## config.mk

```make
export PLATFORM = sky130hd
export DESIGN_NAME = fws_sequencer
export DESIGN_NICKNAME = d
export VERILOG_FILES = /design/src/rtl/fws_pkg.sv /design/src/rtl/fws_opnd_ram.sv /design/src/rtl/fws_sequencer.sv
export SDC_FILE = /design/constraint.sdc
export NUM_CORES = 1
export LEC_CHECK = 0
export ABC_AREA = 1
export BUFFER_PORTS_ARGS = -buffer_cell sky130_fd_sc_hd__clkbuf_2
export CORE_MARGIN = 1.5
export CORE_UTILIZATION = 35
export CTS_BUF_LIST = sky130_fd_sc_hd__clkbuf_4 sky130_fd_sc_hd__clkbuf_8
export DETAILED_ROUTE_END_ITERATION = 8
export GPL_TIMING_DRIVEN = 0
export HOLD_SLACK_MARGIN = 0.1
export PLACE_DENSITY = 0.59
export SLEW_MARGIN = 40
export SYNTH_ARGS = -nofsm -noshare
export SYNTH_HDL_FRONTEND = slang
export SYNTH_SLANG_ARGS = --single-unit
```

## constraint.sdc

```tcl
create_clock -name core_clk -period 2.1 [get_ports core_clk]
set_clock_uncertainty 0.2 [all_clocks]
set_input_delay 0.105 -clock core_clk [delete_from_list [all_inputs] [get_ports core_clk]]
set_output_delay 0.105 -clock core_clk [all_outputs]
set_load 0.02 [all_outputs]
```

## src/rtl/fws_pkg.sv

```systemverilog
package fws_pkg;
  // Register map, byte wide registers at their own addresses
  localparam logic [23:0] FWS_FCTL_ADDR = 24'h224000;
  localparam logic [23:0] FWS_ECTL_ADDR = 24'h224001;
  localparam logic [23:0] FWS_STAT0_ADDR = 24'h224002;
  localparam logic [23:0] FWS_STAT1_ADDR = 24'h224003;
  localparam logic [7:0] FWS_RST_BYTE = 8'h00;
  localparam logic [7:0] FWS_INVALID_BYTE = 8'hFF;

  // Control register fields
  localparam int FWS_START_BIT = 7;
  localparam int FWS_PAGE_BIT = 6;
  localparam int FWS_CHIP_BIT = 5;
  localparam int FWS_BYTE_BIT = 4;
  localparam int FWS_SECT_BIT = 3;
  localparam int FWS_PAUSE_BIT = 2;
  localparam int FWS_GUARD_BIT = 1;
  localparam int FWS_WFIS_BIT = 2;
  localparam int FWS_IEN_BIT = 1;

  // Status register fields
  localparam int FWS_ERR_BIT = 7;
  localparam int FWS_ERASE_FAIL_BIT = 7;
  localparam int FWS_PROG_FAIL_BIT = 6;
  localparam int FWS_SWAP_BIT = 5;

  // Sector status masks, test sector high down to F0 low
  localparam logic [6:0] FWS_SECT_TEST = 7'h40;
  localparam logic [6:0] FWS_SECT_E1 = 7'h20;
  localparam logic [6:0] FWS_SECT_E0 = 7'h10;
  localparam logic [6:0] FWS_SECT_F3 = 7'h08;
  localparam logic [6:0] FWS_SECT_F2 = 7'h04;
  localparam logic [6:0] FWS_SECT_F1 = 7'h02;
  localparam logic [6:0] FWS_SECT_F0 = 7'h01;
  localparam logic [6:0] FWS_SECT_FLASH = 7'h0F;
  localparam logic [6:0] FWS_SECT_EE = 7'h30;

  // Memory space decode
  localparam logic [23:0] FWS_EE_FIRST = 24'h220000;
  localparam logic [23:0] FWS_EE_LAST = 24'h2203FF;
  localparam logic [23:0] FWS_F1_FIRST = 24'h002000;
  localparam logic [23:0] FWS_F2_FIRST = 24'h004000;
  localparam logic [23:0] FWS_F3_FIRST = 24'h010000;
  localparam logic [23:0] FWS_FLASH_END = 24'h020000;
  localparam logic [23:0] FWS_TEST_FIRST = 24'h230000;
  localparam logic [23:0] FWS_TEST_LAST = 24'h231FFF;

  // Operand store
  localparam int FWS_MAX_OPS = 16;
  localparam logic [4:0] FWS_ONE = 5'h01;

  // Commands towards the cell engine
  typedef enum logic [2:0] {
    CMD_FETCH = 3'h0,
    CMD_PROG = 3'h1,
    CMD_SECT = 3'h2,
    CMD_CHIP = 3'h3,
    CMD_BUF = 3'h4,
    CMD_COPY = 3'h5,
    CMD_ERASE0 = 3'h6,
    CMD_EECHIP = 3'h7
  } fws_cmd_t;

  // Sequencer states
  typedef enum logic [5:0] {
    ST_IDLE = 6'h01,
    ST_LOAD = 6'h02,
    ST_READ = 6'h04,
    ST_PICK = 6'h08,
    ST_ISSUE = 6'h10,
    ST_SUSP = 6'h20
  } fws_state_t;
endpackage

```

## src/rtl/fws_opnd_ram.sv

```systemverilog
module fws_opnd_ram
  import fws_pkg::*;
#(
  parameter int WIDTH = 32,
  parameter int DEPTH = FWS_MAX_OPS,
  parameter int AW = 4
) (
  input wire logic core_clk,
  input wire logic reset_n,
  input wire logic wr_en,
  input wire logic [AW-1:0] wr_idx,
  input wire logic [WIDTH-1:0] wr_data,
  input wire logic rd_en,
  input wire logic [AW-1:0] rd_idx,
  output logic [WIDTH-1:0] rd_data
);
  typedef struct packed {
    logic [DEPTH-1:0][WIDTH-1:0] mem;
    logic [WIDTH-1:0] q;
  } fws_ram_t;

  fws_ram_t r;
  fws_ram_t next_r;

  // Write and registered read; read data hold until the next read
  always_comb begin
    next_r = r;
    if (wr_en) begin
      next_r.mem[wr_idx] = wr_data;
    end
    if (rd_en) begin
      next_r.q = r.mem[rd_idx];
    end
  end

  always_ff @(posedge core_clk or negedge reset_n) begin
    if (!reset_n) begin
      r <= '0;
    end else begin
      r <= next_r;
    end
  end

  assign rd_data = r.q;
endmodule

```

## src/rtl/fws_sequencer.sv

```systemverilog
module fws_sequencer
  import fws_pkg::*;
#(
  parameter int MAX_OPS = FWS_MAX_OPS
) (
  input wire logic core_clk,
  input wire logic reset_n,
  input wire logic [23:0] reg_addr,
  input wire logic [7:0] reg_wdata,
  input wire logic reg_wr,
  input wire logic reg_rd,
  output logic [7:0] reg_rdata,
  input wire logic [23:0] mem_addr,
  input wire logic [7:0] mem_wdata,
  input wire logic mem_wr,
  input wire logic mem_rd,
  output logic [7:0] mem_rdata,
  input wire logic [7:0] arr_rdata,
  input wire logic ee_sector_e1,
  output logic eng_req,
  output logic [2:0] eng_cmd,
  output logic [23:0] eng_addr,
  output logic [7:0] eng_data,
  output logic eng_hold,
  input wire logic eng_ack,
  input wire logic [7:0] eng_old,
  input wire logic eng_erase_fail,
  input wire logic eng_prog_fail,
  input wire logic eng_swap_fail
);
  typedef struct packed {
    fws_state_t st;
    logic is_ee;
    logic fstart;
    logic [6:1] fsel;
    logic estart;
    logic [6:5] esel;
    logic wfis;
    logic ien;
    logic flash_in_progress;
    logic eeprom_in_progress;
    logic err;
    logic [6:0] sect;
    logic erase_fail;
    logic prog_fail;
    logic swap;
    logic [4:0] cnt;
    logic [3:0] idx;
    logic [19:0] page;
    fws_cmd_t cmd;
    logic req;
    logic hold;
    logic [23:0] eaddr;
    logic [7:0] edata;
    logic [7:0] rdata;
    logic [7:0] mdata;
  } fws_regs_t;

  fws_regs_t r;
  fws_regs_t next_r;
  logic ram_we;
  logic [3:0] ram_wi;
  logic [31:0] ram_wd;
  logic ram_re;
  logic [3:0] ram_ri;
  logic [31:0] ram_rd;

  // EEPROM window decode
  function automatic logic in_ee(input logic [23:0] a);
    in_ee = (a >= FWS_EE_FIRST) && (a <= FWS_EE_LAST);
  endfunction

  // Flash sector of an address, zero outside the flash sectors
  function automatic logic [6:0] flash_sector(input logic [23:0] a);
    if (a >= FWS_TEST_FIRST && a <= FWS_TEST_LAST) begin
      flash_sector = FWS_SECT_TEST;
    end else if (a < FWS_F1_FIRST) begin
      flash_sector = FWS_SECT_F0;
    end else if (a < FWS_F2_FIRST) begin
      flash_sector = FWS_SECT_F1;
    end else if (a < FWS_F3_FIRST) begin
      flash_sector = FWS_SECT_F2;
    end else if (a < FWS_FLASH_END) begin
      flash_sector = FWS_SECT_F3;
    end else begin
      flash_sector = 7'h00;
    end
  endfunction

  fws_opnd_ram #(
    .WIDTH(32),
    .DEPTH(MAX_OPS),
    .AW(4)
  ) u_opnd (
    .core_clk(core_clk),
    .reset_n(reset_n),
    .wr_en(ram_we),
    .wr_idx(ram_wi),
    .wr_data(ram_wd),
    .rd_en(ram_re),
    .rd_idx(ram_ri),
    .rd_data(ram_rd)
  );

  always_comb begin
    logic go;
    logic fin;
    logic next_opnd;
    logic chip;
    logic page_op;
    logic [6:0] hit;
    go = 1'b0;
    fin = 1'b0;
    next_opnd = 1'b0;
    next_r = r;
    ram_we = 1'b0;
    ram_wi = r.cnt[3:0];
    ram_wd = {mem_addr, mem_wdata};
    ram_re = 1'b0;
    ram_ri = r.idx;
    chip = r.is_ee ? r.esel[FWS_CHIP_BIT] : r.fsel[FWS_CHIP_BIT];
    page_op = r.is_ee ? r.esel[FWS_PAGE_BIT] : r.fsel[FWS_PAGE_BIT];
    hit = ee_sector_e1 ? FWS_SECT_E1 : FWS_SECT_E0;

    // Register reads; data stand only in the cycle after the strobe
    next_r.rdata = FWS_RST_BYTE;
    if (reg_rd) begin
      unique case (reg_addr)
        FWS_FCTL_ADDR: next_r.rdata = {r.fstart, r.fsel, r.flash_in_progress};
        FWS_ECTL_ADDR: next_r.rdata = {r.estart, r.esel, 2'b00, r.wfis,
                                       r.ien, r.eeprom_in_progress};
        FWS_STAT0_ADDR: next_r.rdata = {r.err, r.sect};
        FWS_STAT1_ADDR: next_r.rdata = {r.erase_fail, r.prog_fail,
                                        r.swap, 5'h00};
        default: next_r.rdata = FWS_RST_BYTE;
      endcase
    end

    // Array reads see invalid data while that memory is busy
    next_r.mdata = FWS_RST_BYTE;
    if (mem_rd) begin
      if (in_ee(mem_addr) ? r.eeprom_in_progress : r.flash_in_progress) begin
        next_r.mdata = FWS_INVALID_BYTE;
      end else begin
        next_r.mdata = arr_rdata;
      end
    end

    // Software clear of the error flag takes the causes with it
    if (reg_wr && reg_addr == FWS_STAT0_ADDR && !reg_wdata[FWS_ERR_BIT]) begin
      next_r.err = 1'b0;
      next_r.erase_fail = 1'b0;
      next_r.prog_fail = 1'b0;
      next_r.swap = 1'b0;
    end

    // Flash control writes; the pause bit is always writable
    if (reg_wr && reg_addr == FWS_FCTL_ADDR) begin
      next_r.fsel[FWS_PAUSE_BIT] = reg_wdata[FWS_PAUSE_BIT];
      if (r.st == ST_IDLE) begin
        next_r.fsel = reg_wdata[6:1];
        if (reg_wdata[6:3] != 4'h0 || reg_wdata[FWS_GUARD_BIT]) begin
          next_r.st = ST_LOAD;
          next_r.is_ee = 1'b0;
          next_r.cnt = 5'h00;
          if (!r.err) begin
            next_r.sect = 7'h00;
          end
          go = reg_wdata[FWS_START_BIT];
        end
      end else if (r.st == ST_LOAD && !r.is_ee) begin
        next_r.fsel = reg_wdata[6:1];
        if (reg_wdata[6:3] == 4'h0 && !reg_wdata[FWS_GUARD_BIT]) begin
          next_r.st = ST_IDLE;
          next_r.cnt = 5'h00;
          next_r.flash_in_progress = 1'b0;
        end else begin
          go = reg_wdata[FWS_START_BIT];
        end
      end else if (r.st == ST_SUSP && !reg_wdata[FWS_PAUSE_BIT] &&
                   reg_wdata[FWS_START_BIT]) begin
        // Erase resume: request is still pending at the engine
        next_r.st = ST_ISSUE;
        next_r.hold = 1'b0;
        next_r.flash_in_progress = 1'b1;
        next_r.fstart = 1'b1;
      end
    end

    // EEPROM control writes; a zero start bit never aborts a run
    if (reg_wr && reg_addr == FWS_ECTL_ADDR) begin
      next_r.wfis = reg_wdata[FWS_WFIS_BIT];
      next_r.ien = reg_wdata[FWS_IEN_BIT];
      if (r.st == ST_IDLE) begin
        next_r.esel = reg_wdata[6:5];
        if (reg_wdata[6:5] != 2'b00) begin
          next_r.st = ST_LOAD;
          next_r.is_ee = 1'b1;
          next_r.cnt = 5'h00;
          if (!r.err) begin
            next_r.sect = 7'h00;
          end
          go = reg_wdata[FWS_START_BIT];
        end
      end else if (r.st == ST_LOAD && r.is_ee) begin
        next_r.esel = reg_wdata[6:5];
        if (reg_wdata[6:5] == 2'b00) begin
          next_r.st = ST_IDLE;
          next_r.cnt = 5'h00;
          next_r.eeprom_in_progress = 1'b0;
        end else begin
          go = reg_wdata[FWS_START_BIT];
        end
      end
    end

    // Stores into the selected memory space become operands
    if (mem_wr && r.st == ST_LOAD && in_ee(mem_addr) == r.is_ee &&
        r.cnt < 5'(MAX_OPS) && !chip) begin
      ram_we = 1'b1;
      next_r.cnt = r.cnt + FWS_ONE;
      next_r.page = mem_addr[23:4];
      if (r.is_ee) begin
        next_r.eeprom_in_progress = 1'b1;
        next_r.sect = next_r.sect | hit;
      end else begin
        next_r.flash_in_progress = 1'b1;
        next_r.sect = next_r.sect | flash_sector(mem_addr);
      end
    end

    // Launch, using the select bits as they stand after this write
    if (go) begin
      chip = (reg_addr == FWS_ECTL_ADDR) ? next_r.esel[FWS_CHIP_BIT] :
             next_r.fsel[FWS_CHIP_BIT]; // Not is_ee, stale in idle
      if (reg_addr == FWS_ECTL_ADDR) begin
        next_r.estart = 1'b1;
        next_r.eeprom_in_progress = 1'b1;
      end else begin
        next_r.fstart = 1'b1;
        next_r.flash_in_progress = 1'b1;
      end
      if (chip) begin
        next_r.st = ST_ISSUE;
        next_r.req = 1'b1;
        next_r.eaddr = 24'h000000;
        if (reg_addr == FWS_ECTL_ADDR) begin
          next_r.cmd = CMD_EECHIP;
          next_r.sect = next_r.sect | FWS_SECT_EE;
        end else begin
          next_r.cmd = CMD_CHIP;
          next_r.sect = next_r.sect | FWS_SECT_FLASH;
        end
      end else if (r.cnt == 5'h00) begin
        fin = 1'b1;
      end else begin
        next_r.st = ST_READ;
        next_r.idx = 4'h0;
      end
    end

    // Sequencer walk over the operands
    unique case (r.st)
      ST_IDLE, ST_LOAD, ST_SUSP: begin
      end
      ST_READ: begin
        ram_re = 1'b1;
        next_r.st = ST_PICK;
      end
      ST_PICK: begin
        next_r.edata = ram_rd[7:0];
        if (page_op) begin
          next_r.eaddr = {r.page, ram_rd[11:8]};
        end else begin
          next_r.eaddr = ram_rd[31:8];
        end
        if (r.is_ee) begin
          next_r.cmd = CMD_BUF;
        end else if (r.fsel[FWS_PAGE_BIT] || r.fsel[FWS_BYTE_BIT]) begin
          next_r.cmd = CMD_FETCH;
        end else if (r.fsel[FWS_SECT_BIT]) begin
          next_r.cmd = CMD_SECT;
        end else begin
          next_r.cmd = CMD_PROG;
        end
        next_r.req = 1'b1;
        next_r.st = ST_ISSUE;
      end
      ST_ISSUE: begin
        if (r.cmd == CMD_SECT && r.fsel[FWS_PAUSE_BIT] && !eng_ack) begin
          // Erase pause frees the flash for reads
          next_r.st = ST_SUSP;
          next_r.hold = 1'b1;
          next_r.flash_in_progress = 1'b0;
          next_r.fstart = 1'b0;
        end else if (eng_ack) begin
          next_r.req = 1'b0;
          if (eng_erase_fail) begin
            next_r.erase_fail = 1'b1;
            next_r.err = 1'b1;
          end
          if (eng_prog_fail) begin
            next_r.prog_fail = 1'b1;
            next_r.err = 1'b1;
          end
          if (eng_swap_fail && r.cmd == CMD_COPY) begin
            next_r.swap = 1'b1;
            next_r.err = 1'b1;
          end
          unique case (r.cmd)
            CMD_FETCH: begin
              if ((~eng_old & r.edata) != 8'h00) begin
                next_r.swap = 1'b1;
                next_r.err = 1'b1;
                next_opnd = 1'b1;
              end else begin
                next_r.cmd = CMD_PROG;
                next_r.req = 1'b1;
              end
            end
            CMD_COPY: begin
              if (eng_swap_fail) begin
                fin = 1'b1;
              end else begin
                next_r.cmd = CMD_ERASE0;
                next_r.req = 1'b1;
              end
            end
            CMD_CHIP, CMD_EECHIP, CMD_ERASE0: fin = 1'b1;
            CMD_PROG, CMD_SECT, CMD_BUF: next_opnd = 1'b1;
          endcase
        end
      end
      default: next_r.st = ST_IDLE;
    endcase

    // Step to the next operand, or the EEPROM swap tail
    if (next_opnd) begin
      if ({1'b0, r.idx} + FWS_ONE == r.cnt) begin
        if (r.is_ee) begin
          next_r.cmd = CMD_COPY;
          next_r.eaddr = {r.page, 4'h0};
          next_r.req = 1'b1;
        end else begin
          fin = 1'b1;
        end
      end else begin
        next_r.idx = r.idx + 4'h1;
        next_r.st = ST_READ;
      end
    end

    // Completion clears start and select bits by itself, except the flash pause bit
    if (fin) begin
      next_r.st = ST_IDLE;
      next_r.req = 1'b0;
      next_r.cnt = 5'h00;
      next_r.fsel = {5'h00, 1'b0} | {4'h0, next_r.fsel[FWS_PAUSE_BIT], 1'b0};
      next_r.esel = 2'b00;
      next_r.fstart = 1'b0;
      next_r.estart = 1'b0;
      next_r.flash_in_progress = 1'b0;
      next_r.eeprom_in_progress = 1'b0;
    end
  end

  always_ff @(posedge core_clk or negedge reset_n) begin
    if (!reset_n) begin
      r <= '0;
      r.st <= ST_IDLE;
    end else begin
      r <= next_r;
    end
  end

  // All outputs straight from the state register
  assign reg_rdata = r.rdata;
  assign mem_rdata = r.mdata;
  assign eng_req = r.req;
  assign eng_cmd = r.cmd;
  assign eng_addr = r.eaddr;
  assign eng_data = r.edata;
  assign eng_hold = r.hold;
endmodule

```

==> flow_summary_export.csv <==
group,metric,value,unit
power,seqPwrFrac,43.7,%
finish,register_area,0.01647,sq mm
finish,drive_gt1_share,31.53,%
outcome,violations,"hold timing, setup timing",
yosys,netlist.area_leader.share,53.60,%
finish,finish.utilization,50.04,%
clocking,clk_transition_reported_paths,0.06,ns
yosys,synthAdderAreaFrac,0.2040,%
yosys,synth_edf_count,0,
clocking,clk_latency,0.77,ns
detailed_routing,drc,0,
finish,num-fill-cells,7916,
timing,hold_viol,22,
yosys,ys_top_cells_by_count,"681 x nand2_1, 657 x dfrtp_1, 561 x o21ai_0, 376 x nor2_1, 224 x o21ai_1",
placement,port_buffers,142,
timing,hold-worst-slack,-0.3615,ns
detailed_routing,wl_met2,58140,um
clocking,cts_tree,"yes",
yosys,synth_compound_area_share,20.47,%
critical_path,critPathCaptureType,"flop",
global_routing,groute.usage.overall,30.43,%
timing,min_period,2.631,ns
timing,finalSetupTns,-140.08,ns
placement,place_inst,4820,
power,switchingPower,8.133,mW
finish,synthToLayoutAreaGrowth,41.53,%
yosys,async_reset_ff_share,100.0,%
floorplanning,core_area,0.08675,sq mm
floorplanning,ioPinCount,144,
critical_path,cp-start-kind,"flop",
detailed_routing,antenna_left,0,
timing,max_freq,380.0,MHz
timing,slew_headroom,35.49,%
finish,multi_input_area,0.01392,sq mm
power,power.leakage,19.86,nW
yosys,synthDistinctLibCells,52,
clocking,clock-sinks,658,
yosys,synth_top_family_by_area,"compound AO/OA/AOI/OAI gates",
yosys,syn_area,0.03067,sq mm
placement,pre_cts_slack,-1.497,ns
yosys,synth_xor_area_share,0.1999,%
yosys,synthSimpleGateAreaFrac,16.50,%
yosys,yosysSeqAreaShare,53.69,%
power,ir_worst_vdd,0.5887,mV
floorplanning,die_w,299.0,um
power,comb_power_share,11.4,%
clocking,ctsHoldBuffers,132,
global_routing,grt_max_degree,69,
finish,fin_cells,5334,
yosys,syn_inst,3510,
detailed_routing,met3_length,17930,um
worst_hold_path,hold_path.class,"in -> async",
yosys,ys.flop_type,"dfrtp_1",
global_routing,grt_pass1_vias,29498,
clocking,cts_buffers,110,
timing,slew_violations,0,
detailed_routing,firstDrtPassIters,6,
clocking,htree_num_levels,3,
timing,fin_crit_sh,125.3,%
detailed_routing,dr_total_vias,30830,
power,swShare,27.59,%
global_routing,antenna_found_initial,6,
timing,worst_pin_slew,0.9676,ns
finish,nNetsFinal,4180,
power,power_density,679.1,mW/mm^2
yosys,synth_top_cells_by_area,"dfrtp_1 54%, o21ai_0 9.2%, nand2_1 8.3%",
global_routing,gr-total-overflow,0,
detailed_routing,via_per_inst,5.780,
power,p_int,21.35,mW
timing,finalSetupViolCount,619,
critical_path,worst_ep_required_time,2.57,ns
yosys,yosysMostFrequentCell,"nand2_1",
yosys,syn-num-nets,3606,
critical_path,critical_path_class,"reg -> reg",
detailed_routing,wirelength_met1,54370,um
yosys,ys_ff_latch,658,
detailed_routing,wl,142400,um
detailed_routing,maxUsedRoutingLayer,"met5",
critical_path,worstPathMaxFanout,10,
outcome,status,"finished, violations left",
timing,layout_setup_ws,-0.5314,ns
floorplanning,die_h,299.0,um
floorplanning,start_util,35.36,%
placement,hpwl,91090,um
yosys,postSynthAreaPerCell,8.738,sq um
detailed_routing,drt_iter0_drc,4358,
yosys,synthMuxAreaShare,0.8403,%
yosys,yosys_warnings,0,
critical_path,cp.arrival,3.10,ns
floorplanning,num_rows,108,
clocking,clock_path_buffers,3,
power,p_clk_share,44.9,%
yosys,yosysTopAreaCell,"dfrtp_1",
floorplanning,dieArea,0.08942,sq mm
clocking,clockRootBuffer,"clkbuf_8",
detailed_routing,wl_per_cell,26.70,um
run,drv_cap,0,
placement,gp_congestion,0.9556,
timing,rsz0062_at_grt,"true",
global_routing,grt_pass1_wl,199700,um
==> final cells by class <==
type | instances | area share [%]
flip-flops and latches | 658 | 37.95
diodes | 2 | 0.01153
clock buffers | 177 | 5.194
well taps | 1155 | 3.329
plain buffers | 317 | 8.082
repair buffers | 458 | 11.05
multi-input cells | 2374 | 32.06
clock inverters | 28 | 0.7235
inverters | 165 | 1.603
==> timing repair <==
item,CTS,global route
buffers inserted,91,41
resized for setup,814,346
endpoints found under the setup margin,631,738
gates cloned,27,22
endpoints found under the hold margin,981,62
pin swaps,139,29
==> final timing paths <==
path                            cells after the start            endpoint          from  slack, ns
worst max-delay path                                8  u_opnd.rd_data[28]     ram_ri[1]      -0.53
worst min-delay path                                2        mem_rdata[3]       reset_n      -0.36
worst max register to register                      8  u_opnd.rd_data[28]     ram_ri[1]      -0.53
worst min register to register                      2               r[82]         r[82]       0.27
max in group asynchronous                           7       u_opnd.r[488]       reset_n       0.03
min in group core_clk                               7               r[89]  mem_addr[22]       0.11
==> metrics by stage <==
step	total power [mW]	area, sq um
3_3_place_gp	15.36	32840
5_1_grt	30.20	43410
4_1_cts	29.25	41490
2_1_floorplan	14.07	30680
3_5_place_dp	15.43	33210
6_report	29.48	43410
==> cells by family after synthesis <==
family	Yosys count
buffers and inverters	485
AND/OR/NAND/NOR	1231
AO/OA/AOI/OAI	1099
adder cells (fa/ha/maj)	5
XOR/XNOR	7
multiplexers	25
flip-flops	658
==> placed cells by master, fill, tap and decap left out, drive strengths merged <==
master / n
xnor2: 1
buf: 313
clkinvlp: 7
xor2: 6
o32ai: 1
a21oi: 68
o21ai: 842
o311ai: 1
diode: 2
mux2: 6
nor3: 10
a211oi: 1
ha: 5
dfrtp: 657
bufbuf: 3
or2: 2
nand3: 133
nor2: 386
and3: 1
clkbuf: 504
o211ai: 3
nand3b: 3
nand2: 689
inv: 160
clkinv: 21
o2111ai: 2
o221ai: 98
nand4: 14
bufinv: 5
o21a: 1
a31oi: 24
mux2i: 19
dlygate4sd3: 132
a22oi: 11
o22ai: 36
dfstp: 1
a2bb2oi: 11
==> state kept, by name, summed over array words and instances (netlist names) <==
register	flops
u_opnd.rd_data	32
r	57
eng_addr	24
mem_rdata	8
eng_hold	1
eng_req	1
ram_ri	4
u_opnd.r	512
eng_data	8
eng_cmd	3
reg_rdata	8
==> critical path: stages, from the launching register on <==
cell	delay, ns
dfrtp_2	0.44
buf_4	0.18
inv_1	0.11
clkbuf_4	0.26
clkbuf_4	0.34
o21ai_0	0.17
o221ai_1	0.45
a31oi_1	0.21
a2bb2oi_1	0.17
==> power by group through the flow <==
stage	Combinational, mW	Sequential [mW]	Clock, mW
floorplan	1.02	13.1	0
global placement	2.25	13.1	0
detailed placement	2.34	13.1	0
CTS	3.14	12.9	13.2
global route	3.46	12.9	13.9
finish	3.36	12.9	13.2
==> per-layer routing <==
| metal | track usage, % | up-vias |
|---|---|---|
| met3 | 9.009 | 566 |
| met1 | 39.85 | 15021 |
| met4 | 20.20 | 6 |
| met2 | 43.44 | 2155 |
| li1 | - | 13082 |
| met5 | 0.7937 | - |
(Power assumes the default switching activity.)
